File: src/core/dws_pkg.sv
// package: constants for the dual watch and selective call controller
package dws_pkg;
    localparam int unsigned CLK_HZ        = 40000000;
    localparam int unsigned WATCH_PERIOD_S = 5;
    localparam int unsigned PRIO_DWELL_S   = 2;
    localparam int unsigned DROP_HOLD_S    = 5;
    localparam int unsigned TIME_HOLD_S    = 10;
    localparam int unsigned RECHECK_S      = 5;
    localparam int unsigned ARM_PRESS_MS   = 500;
    localparam int unsigned BLINK_MS       = 250;
    localparam int unsigned ARM_CYCLES     = CLK_HZ / 1000 * ARM_PRESS_MS;
    localparam int unsigned BLINK_CYCLES   = CLK_HZ / 1000 * BLINK_MS;
    localparam int unsigned DIGITS         = 4;
    localparam logic [15:0] CODE_RESET     = 16'h1111;

    // wishbone register offsets
    localparam logic [7:0] CTRL_ADDR   = 8'h00;
    localparam logic [7:0] STATUS_ADDR = 8'h04;
    localparam logic [7:0] IRQ_ADDR    = 8'h08;
    localparam logic [7:0] MASK_ADDR   = 8'h0C;
    localparam logic [7:0] CODE_ADDR   = 8'h10;
    localparam logic [7:0] PAGE_ADDR   = 8'h14;

    // control fields
    localparam int unsigned CTRL_DROP_BIT = 0;
    localparam int unsigned CTRL_PVAL_BIT = 1;
    localparam int unsigned CTRL_DIST_BIT = 2;
    localparam int unsigned CTRL_SSB_BIT  = 3;
    localparam logic [3:0]  CTRL_RESET    = 4'h1;

    // irq bits
    localparam int unsigned IRQ_HOLD_BIT   = 0;
    localparam int unsigned IRQ_PAGE_BIT   = 1;
    localparam int unsigned IRQ_REJECT_BIT = 2;
    localparam int unsigned IRQ_W          = 3;

    typedef enum logic [2:0] {
        DWS_OFF, DWS_WORK, DWS_PRIO, DWS_HOLD_ON, DWS_HOLD_TAIL,
        DWS_TIME_HOLD, DWS_RECHECK
    } dws_watch_e;

    typedef enum logic [1:0] {
        DWS_SC_IDLE, DWS_SC_ARMED, DWS_SC_ALARM
    } dws_sc_e;
endpackage : dws_pkg

File: src/core/dws_control.sv
// dual watch sequencer and selective-call receive controller
`timescale 1ns/1ps
`default_nettype none
module dws_control
    import dws_pkg::*;
#(
    parameter int unsigned TICK_CYCLES = dws_pkg::CLK_HZ
) (
    input  wire logic        MCLK,
    input  wire logic        RST_N,
    input  wire logic        WB_CYC_I,
    input  wire logic        WB_STB_I,
    input  wire logic        WB_WE_I,
    input  wire logic [7:0]  WB_ADR_I,
    input  wire logic [3:0]  WB_SEL_I,
    input  wire logic [31:0] WB_DAT_I,
    output logic      [31:0] WB_DAT_O,
    output logic             WB_ACK_O,
    input  wire logic        WATCH_KEY,
    input  wire logic        CALL_KEY,
    input  wire logic        SQUELCH_OPEN,
    input  wire logic        PTT,
    input  wire logic        PAGE_VALID,
    input  wire logic [15:0] PAGE_CODE,
    input  wire logic        CHAN_REQ,
    input  wire logic [7:0]  CHAN_NUM,
    output logic             ON_PRIORITY,
    output logic             WATCH_ACTIVE,
    output logic [7:0]       WORK_CHAN,
    output logic             RX_MUTE,
    output logic             CALL_LAMP,
    output logic             ALARM,
    output logic             SHOW_CODE,
    output logic             TX_KEY,
    output logic             IRQ
);
    import dws_pkg::*;

    // ------------------------------------------------------------------
    // digit decoding for own code checks and page matching
    // ------------------------------------------------------------------
    function automatic logic code_ok(input logic [15:0] c);
        logic ok;
        ok = 1'b1;
        for (int i = 0; i < DIGITS; i++) begin
            if (c[i*4 +: 4] == 4'h0 || c[i*4 +: 4] > 4'h9) begin
                ok = 1'b0;
            end
        end
        return ok;
    endfunction : code_ok

    function automatic logic code_match(input logic [15:0] rx,
                                        input logic [15:0] own);
        logic m;
        m = 1'b1;
        for (int i = 0; i < DIGITS; i++) begin
            if (rx[i*4 +: 4] != 4'h0 && rx[i*4 +: 4] != own[i*4 +: 4]) begin
                m = 1'b0;
            end
        end
        return m;
    endfunction : code_match

    // ------------------------------------------------------------------
    // registers and bus slave
    // ------------------------------------------------------------------
    logic [3:0]       ctrl_reg;
    logic [15:0]      own_call_code_reg;
    logic [IRQ_W-1:0] irq_reg;
    logic [IRQ_W-1:0] irq_next;
    logic [IRQ_W-1:0] mask_reg;
    logic [IRQ_W-1:0] ev_set;
    logic [15:0]      page_reg;
    dws_watch_e       watch_reg;
    dws_sc_e          sc_reg;
    logic             wb_hit;
    logic             irq_rd;
    logic             carrier_drop_setting;

    assign wb_hit = WB_CYC_I && WB_STB_I && !WB_ACK_O;
    assign irq_rd = wb_hit && !WB_WE_I && WB_ADR_I == IRQ_ADDR;
    assign carrier_drop_setting = ctrl_reg[CTRL_DROP_BIT];

    always_ff @(posedge MCLK) begin
        if (!RST_N) begin
            WB_ACK_O <= 1'b0;
        end else begin
            WB_ACK_O <= wb_hit;
        end
    end

    always_ff @(posedge MCLK) begin
        if (!RST_N) begin
            ctrl_reg <= CTRL_RESET;
        end else if (wb_hit && WB_WE_I && WB_SEL_I[0]
                     && WB_ADR_I == CTRL_ADDR) begin
            ctrl_reg <= WB_DAT_I[3:0];
        end
    end

    // own code write with a zero or non-decimal digit is refused
    always_ff @(posedge MCLK) begin
        if (!RST_N) begin
            own_call_code_reg <= CODE_RESET;
        end else if (wb_hit && WB_WE_I && WB_SEL_I[1:0] == 2'h3
                     && WB_ADR_I == CODE_ADDR
                     && code_ok(WB_DAT_I[15:0])) begin
            own_call_code_reg <= WB_DAT_I[15:0];
        end
    end

    always_ff @(posedge MCLK) begin
        if (!RST_N) begin
            mask_reg <= '0;
        end else if (wb_hit && WB_WE_I && WB_SEL_I[0]
                     && WB_ADR_I == MASK_ADDR) begin
            mask_reg <= WB_DAT_I[IRQ_W-1:0];
        end
    end

    always_ff @(posedge MCLK) begin
        if (!RST_N) begin
            page_reg <= '0;
        end else if (PAGE_VALID) begin
            page_reg <= PAGE_CODE;
        end
    end

    // read clear; an event in the same cycle survives
    always_comb begin
        irq_next = (irq_rd ? '0 : irq_reg) | ev_set;
    end

    always_ff @(posedge MCLK) begin
        if (!RST_N) begin
            irq_reg <= '0;
            IRQ     <= 1'b0;
        end else begin
            irq_reg <= irq_next;
            IRQ     <= |(irq_next & mask_reg);
        end
    end

    always_ff @(posedge MCLK) begin
        if (!RST_N) begin
            WB_DAT_O <= '0;
        end else if (wb_hit && !WB_WE_I) begin
            unique case (WB_ADR_I)
                CTRL_ADDR:   WB_DAT_O <= {28'h0, ctrl_reg};
                STATUS_ADDR: WB_DAT_O <= {24'h0, 1'b0, watch_reg,
                                          sc_reg, WATCH_ACTIVE, ON_PRIORITY};
                IRQ_ADDR:    WB_DAT_O <= {29'h0, irq_reg};
                MASK_ADDR:   WB_DAT_O <= {29'h0, mask_reg};
                CODE_ADDR:   WB_DAT_O <= {16'h0, own_call_code_reg};
                PAGE_ADDR:   WB_DAT_O <= {16'h0, page_reg};
                default:     WB_DAT_O <= '0;
            endcase
        end
    end

    // ------------------------------------------------------------------
    // one-second timebase
    // ------------------------------------------------------------------
    logic [25:0] div_reg;
    logic        sec_tick;
    logic [3:0]  sec_reg;
    logic        sec_clr;

    always_ff @(posedge MCLK) begin
        if (!RST_N) begin
            div_reg  <= '0;
            sec_tick <= 1'b0;
        end else if (div_reg == 26'(TICK_CYCLES - 1)) begin
            div_reg  <= '0;
            sec_tick <= 1'b1;
        end else begin
            div_reg  <= div_reg + 26'h1;
            sec_tick <= 1'b0;
        end
    end

    // seconds spent in the current watch state
    always_ff @(posedge MCLK) begin
        if (!RST_N || sec_clr) begin
            sec_reg <= '0;
        end else if (sec_tick) begin
            sec_reg <= sec_reg + 4'h1;
        end
    end

    // ------------------------------------------------------------------
    // dual watch sequencer
    // ------------------------------------------------------------------
    logic       watch_key_q;
    logic       watch_press;
    logic       prio_valid;
    dws_watch_e watch_next;

    assign prio_valid  = ctrl_reg[CTRL_PVAL_BIT];
    assign watch_press = WATCH_KEY && !watch_key_q;

    always_ff @(posedge MCLK) begin
        if (!RST_N) begin
            watch_key_q <= 1'b0;
        end else begin
            watch_key_q <= WATCH_KEY;
        end
    end

    // distress mode bit does not block activation
    always_comb begin
        watch_next = watch_reg;
        if (!prio_valid) begin
            watch_next = DWS_OFF;
        end else if (watch_press) begin
            watch_next = (watch_reg == DWS_OFF) ? DWS_WORK : DWS_OFF;
        end else if (sec_tick) begin
            unique case (watch_reg)
                DWS_OFF: watch_next = DWS_OFF;
                DWS_WORK, DWS_RECHECK: begin
                    if (sec_reg == 4'(WATCH_PERIOD_S - 1)) begin
                        watch_next = DWS_PRIO;
                    end
                end
                DWS_PRIO: begin
                    if (SQUELCH_OPEN) begin
                        watch_next = carrier_drop_setting ?
                                     DWS_HOLD_ON : DWS_TIME_HOLD;
                    end else if (sec_reg == 4'(PRIO_DWELL_S - 1)) begin
                        watch_next = DWS_WORK;
                    end
                end
                DWS_HOLD_ON: begin
                    if (!SQUELCH_OPEN) begin
                        watch_next = DWS_HOLD_TAIL;
                    end
                end
                DWS_HOLD_TAIL: begin
                    if (SQUELCH_OPEN) begin
                        watch_next = DWS_HOLD_ON;
                    end else if (sec_reg == 4'(DROP_HOLD_S - 1)) begin
                        watch_next = DWS_WORK;
                    end
                end
                DWS_TIME_HOLD: begin
                    if (sec_reg == 4'(TIME_HOLD_S - 1)) begin
                        watch_next = DWS_RECHECK;
                    end
                end
            endcase
        end
    end

    assign sec_clr = watch_next != watch_reg || watch_press;

    always_ff @(posedge MCLK) begin
        if (!RST_N) begin
            watch_reg    <= DWS_OFF;
            ON_PRIORITY  <= 1'b0;
            WATCH_ACTIVE <= 1'b0;
        end else begin
            watch_reg    <= watch_next;
            ON_PRIORITY  <= watch_next inside {DWS_PRIO, DWS_HOLD_ON,
                                               DWS_HOLD_TAIL, DWS_TIME_HOLD};
            WATCH_ACTIVE <= watch_next != DWS_OFF;
        end
    end

    always_ff @(posedge MCLK) begin
        if (!RST_N) begin
            WORK_CHAN <= '0;
        end else if (CHAN_REQ && watch_reg != DWS_PRIO) begin
            WORK_CHAN <= CHAN_NUM;
        end
    end

    // ------------------------------------------------------------------
    // selective call receive
    // ------------------------------------------------------------------
    // hold and blink lengths follow the tick, so a short sim tick scales them
    localparam longint unsigned ARM_CNT   = longint'(ARM_CYCLES) * TICK_CYCLES
                                            / CLK_HZ;
    localparam longint unsigned BLINK_CNT = longint'(BLINK_CYCLES) * TICK_CYCLES
                                            / CLK_HZ;

    logic [24:0] press_reg;
    logic        call_key_q;
    logic        long_hit;
    logic        ptt_q;
    logic [23:0] blink_reg;
    logic        blink_ph;
    logic        page_hit;

    assign long_hit = CALL_KEY && press_reg == 25'(ARM_CNT - 1);
    assign page_hit = PAGE_VALID && sc_reg == DWS_SC_ARMED
                      && code_match(PAGE_CODE, own_call_code_reg);

    always_ff @(posedge MCLK) begin
        if (!RST_N) begin
            press_reg  <= '0;
            call_key_q <= 1'b0;
            ptt_q      <= 1'b0;
        end else begin
            call_key_q <= CALL_KEY;
            ptt_q      <= PTT;
            if (!CALL_KEY) begin
                press_reg <= '0;
            end else if (press_reg != 25'(ARM_CNT)) begin
                press_reg <= press_reg + 25'h1;
            end
        end
    end

    // arming only in voice sideband; PTT after alarm drops to normal rx
    always_ff @(posedge MCLK) begin
        if (!RST_N) begin
            sc_reg <= DWS_SC_IDLE;
        end else begin
            unique case (sc_reg)
                DWS_SC_IDLE: begin
                    if (long_hit && ctrl_reg[CTRL_SSB_BIT]) begin
                        sc_reg <= DWS_SC_ARMED;
                    end
                end
                DWS_SC_ARMED: begin
                    if (page_hit) begin
                        sc_reg <= DWS_SC_ALARM;
                    end else if (!ctrl_reg[CTRL_SSB_BIT]) begin
                        sc_reg <= DWS_SC_IDLE;
                    end
                end
                DWS_SC_ALARM: begin
                    if (PTT && !ptt_q) begin
                        sc_reg <= DWS_SC_IDLE;
                    end
                end
                default: sc_reg <= DWS_SC_IDLE;
            endcase
        end
    end

    always_ff @(posedge MCLK) begin
        if (!RST_N) begin
            blink_reg <= '0;
            blink_ph  <= 1'b0;
        end else if (blink_reg == 24'(BLINK_CNT - 1)) begin
            blink_reg <= '0;
            blink_ph  <= !blink_ph;
        end else begin
            blink_reg <= blink_reg + 24'h1;
        end
    end

    always_ff @(posedge MCLK) begin
        if (!RST_N) begin
            RX_MUTE   <= 1'b0;
            CALL_LAMP <= 1'b0;
            ALARM     <= 1'b0;
            SHOW_CODE <= 1'b0;
            TX_KEY    <= 1'b0;
        end else begin
            RX_MUTE   <= sc_reg == DWS_SC_ARMED;
            CALL_LAMP <= sc_reg == DWS_SC_ARMED
                         || (sc_reg == DWS_SC_ALARM && blink_ph);
            ALARM     <= sc_reg == DWS_SC_ALARM;
            SHOW_CODE <= CALL_KEY && ctrl_reg[CTRL_SSB_BIT];
            TX_KEY    <= PTT && sc_reg == DWS_SC_IDLE;
        end
    end

    // events
    always_comb begin
        ev_set = '0;
        ev_set[IRQ_HOLD_BIT]   = watch_reg == DWS_PRIO
                                 && watch_next inside {DWS_HOLD_ON,
                                                       DWS_TIME_HOLD};
        ev_set[IRQ_PAGE_BIT]   = page_hit;
        ev_set[IRQ_REJECT_BIT] = wb_hit && WB_WE_I && WB_ADR_I == CODE_ADDR
                                 && !code_ok(WB_DAT_I[15:0]);
    end
endmodule : dws_control
`default_nettype wire

File: config.mk
export PLATFORM = sky130hd
export DESIGN_NAME = dws_control
export DESIGN_NICKNAME = d
export VERILOG_FILES = /design/src/core/dws_pkg.sv /design/src/core/dws_control.sv
export SDC_FILE = /design/constraint.sdc
export NUM_CORES = 1
export LEC_CHECK = 0
export ABC_AREA = 0
export BUFFER_PORTS_ARGS = -buffer_cell sky130_fd_sc_hd__clkbuf_2
export CAP_MARGIN = 20
export CORE_UTILIZATION = 40
export CTS_CLUSTER_SIZE = 25
export DETAILED_ROUTE_END_ITERATION = 6
export PLACE_DENSITY = 0.69
export SYNTH_ARGS = -nofsm -noshare
export SYNTH_HDL_FRONTEND = slang
export SYNTH_SLANG_ARGS = --single-unit
export TNS_END_PERCENT = 20
File: constraint.sdc
create_clock -name MCLK -period 3.5 [get_ports MCLK]
set_clock_uncertainty 0.1 [all_clocks]
set_input_delay 0 -clock MCLK [delete_from_list [all_inputs] [get_ports MCLK]]
set_output_delay 0 -clock MCLK [all_outputs]
set_load 0.03 [all_outputs]
==> impl_metrics.tcl <==
set metrics [dict create \
    antenna_cells 0 \
    power.share.sequential 0.474 \
    grt_start_max_net_pins 46 \
    via_count 6129 \
    r2r_cells 8 \
    grt.met3_usage 0.03248 \
    max_freq_ghz 0.3694 \
    required_ns 3.72 \
    finalHoldViolations 0 \
    drt-pass1-iter-count 7 \
    number_of_buffer_cells_added_on_primary_ports 93 \
    place_area_mm2 0.008212 \
    timing.rr.end "irq_reg[0]" \
    path_max_fanout 4 \
    vias_in_the_first_global_route 5839 \
    totalWireLength_um 17210 \
    globalRouteOverflowTotal 0 \
    final_period_minus_worst_setup_slack_ns 2.707 \
    rsz_0062_raised_after_global_routing "no" \
    drt-vias-per-instance 5.057 \
    power_density_mw_per_mm2 430.3 \
    cap_violations 0 \
    pin_count 128 \
    hp-class "in -> reg" \
    holdPathEnd "irq_reg[1]" \
    start_util 0.4074 \
    gr-usage-met1 0.2369 \
    maxSlewHeadroom 0.3664 \
    cts_root_buf "clkbuf_16" \
    iteration_0_drc_count_of_the_detailed_router 377 \
    fin_nets 1051 \
    clockBufferDepth 2 \
    fp.dieArea_mm2 0.01961 \
    grtUsageTotal 0.1817 \
    finalMaxSlewViolations 0 \
    max_slew.worst_pin.slew_ns 0.9505 \
    timing.hold.worst_path_depth 5 \
    clock_latency_ns 0.44 \
    fillCellCount 1670 \
    die_h_um 140.0 \
    worst_ep_arrival_time_ns 2.93 \
    design.core.area_mm2 0.01871 \
    ctsHoldBuffers 51 \
    cts-htree-levels 4 \
    p_leak_nw 3.588 \
    startpoint_type_of_the_worst_setup_path "flop" \
    synthesis.area_per_instance_um2 9.147 \
    tritoncts.num_buffers 17 \
    largest_register_ffs 26 \
    busiest_layer "met2" \
    p_comb_frac 0.069 \
    globalplace.congestion 0.8300 \
    primary_flip_flop_cell_chosen_by_synthesis_mapping "dfxtp_1" \
    rows 50 \
    clk_network_pwr_share 0.457 \
    synthesis.yosys.warnings 0 \
    detailedPlacementHpwl_um 11440 \
    run_status "complete, no violations" \
    r2r_start "sec_reg[1]" \
    final_setup_tns_ns 0 \
    cts.reportedPaths.clkPinSlew_ns 0.07 \
    clock_sinks 163 \
    power_switching_mw 0.9157 \
    seq_area_frac_synth 0.4282 \
    ir_worst_vdd_uv 330.6 \
    area_growth_syn_to_layout_pct 21.97 \
    synth_cells 833 \
    internal_power_mw 3.084 \
    cts_setup_buffers 0 \
    antenna_violations_before_repair 0 \
    tritoncts "yes" \
    wire_length_of_the_first_global_routing_pass_um 28700 \
    criticalPathCategory "reg -> reg" \
    netlist-cell-type-count 58 \
    worst_hold_startpoint "WB_ADR_I[7]" \
    report.power.total_mw 3.999 \
    detail_route.wl_per_cell_um 14.20 \
    synth_edf_count 0 \
    die-width_um 140.0 \
    finalCritPeriodShare 0.7734 \
    post-route-cell-area_mm2 0.009294 \
    sw_frac_of_total 0.2290 \
    report.final.setup_viol 0 \
    kind_of_end_point_of_the_critical_path "flop" \
    post_cts.resized_instances 0 \
    final_layout_size_suffix_gt1_frac 0.1472 \
    syn_area_mm2 0.007620 \
    antenna_violating_nets_post_route 0 \
    ys_seq_elements 163 \
    async_flop_share 0 \
    drc 0 \
    setup.reg_to_reg.worst_slack_ns 0.79 \
    grtUsageMet2 0.2984 \
]
through the flow:
| stage | hold slack [ns] | setup WS, ns | utilization | cells |
|---|---|---|---|---|
| floorplan | 0.02171 | 1.084 | - | 848 |
| global placement | 0.1230 | 0.9111 | 0.4390 | 1129 |
| detailed placement | 0.1205 | 0.8330 | 0.4390 | 1129 |
| CTS | 0.05241 | 0.8198 | 0.4969 | 1212 |
| global route | 0.1119 | 0.5660 | 0.4969 | 1212 |
| finish | 0.06748 | 0.7932 | 0.4969 | 1212 |
layer usage:
layer	share of wire	vias to the layer above	routed length, µm
met5	0	-	0
met4	0.015	0	261
met3	0.033	21	574
met2	0.48	117	8177
met1	0.48	2868	8191
li1	-	3123	-
cells by family after synthesis:
| logic type | share of synthesized area |
|---|---|
| XOR/XNOR | 0.1000 |
| other | 0.0004921 |
| AO/OA/AOI/OAI | 0.06929 |
| multiplexers | 0.08867 |
| adder cells (fa/ha/maj) | 0.01149 |
| flip-flops | 0.4282 |
| buffers and inverters | 0.04220 |
| AND/OR/NAND/NOR | 0.2596 |
Yosys cell counts, drive strengths merged (3+ instances only):
cell type | n | area (µm²)
xnor2 | 41 | 359.1
a21oi | 8 | 40.04
a22oi | 13 | 97.59
nand2b | 9 | 56.30
ha | 7 | 87.58
buf | 23 | 160.2
or4 | 5 | 41.29
nand3 | 27 | 135.1
mux4 | 4 | 90.09
mux2i | 54 | 540.5
inv | 15 | 56.30
and4 | 6 | 52.55
mux2 | 4 | 45.04
nand4 | 22 | 137.6
nor2b | 57 | 356.6
nor3 | 13 | 65.06
a22o | 4 | 35.03
xor2 | 46 | 402.9
and3 | 15 | 93.84
clkbuf | 28 | 105.1
nor4b | 6 | 52.55
and2 | 27 | 168.9
or3 | 5 | 31.28
nor2 | 86 | 322.8
nand2 | 60 | 225.2
dfxtp | 163 | 3263
or4b | 3 | 33.78
a41oi | 4 | 35.03
o21ai | 24 | 120.1
o211ai | 3 | 22.52
and3b | 4 | 35.03
nor4 | 19 | 118.9
critical path, stage by stage (launching register included):
cell	delay [ns]
dfxtp_1	0.38
inv_1	0.08
ha_1	0.20
and3b_1	0.19
and3_1	0.16
a2111oi_0	0.57
a311o_1	0.31
mux2_2	0.37
a32o_1	0.24
worst max path at each step:
stage / cells past startpoint / slack [ns] / startpoint / endpoint
global placement: 8 / 0.91 / sec_reg[1] / irq_reg[0]
detailed placement: 8 / 0.83 / sec_reg[1] / irq_reg[0]
finish: 8 / 0.79 / sec_reg[1] / irq_reg[0]
floorplan: 8 / 1.08 / sec_reg[1] / irq_reg[0]
global route: 8 / 0.57 / sec_reg[1] / sec_reg[1]
CTS: 8 / 0.82 / sec_reg[1] / irq_reg[0]
cells in the final DEF (no fill, tap or decap), types with 5 or more instances in the layout:
cell             n
a21oi_1          8
a22oi_1         13
and2_1          27
and3_1          15
and4_1           6
buf_4            5
clkbuf_16       17
clkbuf_2        93
clkinv_2         5
conb_1          16
dfxtp_1        163
dlygate4sd3_1   51
ha_1             7
inv_1           15
mux2i_1         54
nand2_1         60
nand2b_1         9
nand3_1         27
nand4_1         22
nor2_1          86
nor2b_1         57
nor3_1          13
nor4_1          19
nor4b_1          6
o21ai_0         24
or3_1            5
xnor2_1         41
xor2_1          46
final cells by class:
cell class                      count  area, µm²  area share
Clock buffer                       22      464.2     0.04995
Clock inverter                     10      107.6     0.01158
Inverter                           15      56.30    0.006058
Multi-Input combinational cell    619       4096      0.4408
Sequential cell                   163       3263      0.3511
Tap cell                          234      292.8     0.03150
Timing Repair Buffer              149       1013      0.1090
power by group through the flow:
stage | sequential [mW] | combinational (mW) | clock [mW]
after floorplan | 1.95 | 0.149 | 0
after global placement | 1.94 | 0.225 | 0
after detailed placement | 1.94 | 0.228 | 0
after CTS | 1.90 | 0.273 | 1.86
after global routing | 1.90 | 0.298 | 1.93
final | 1.90 | 0.275 | 1.83
No activity file was read; power rests on OpenSTA's default activity.
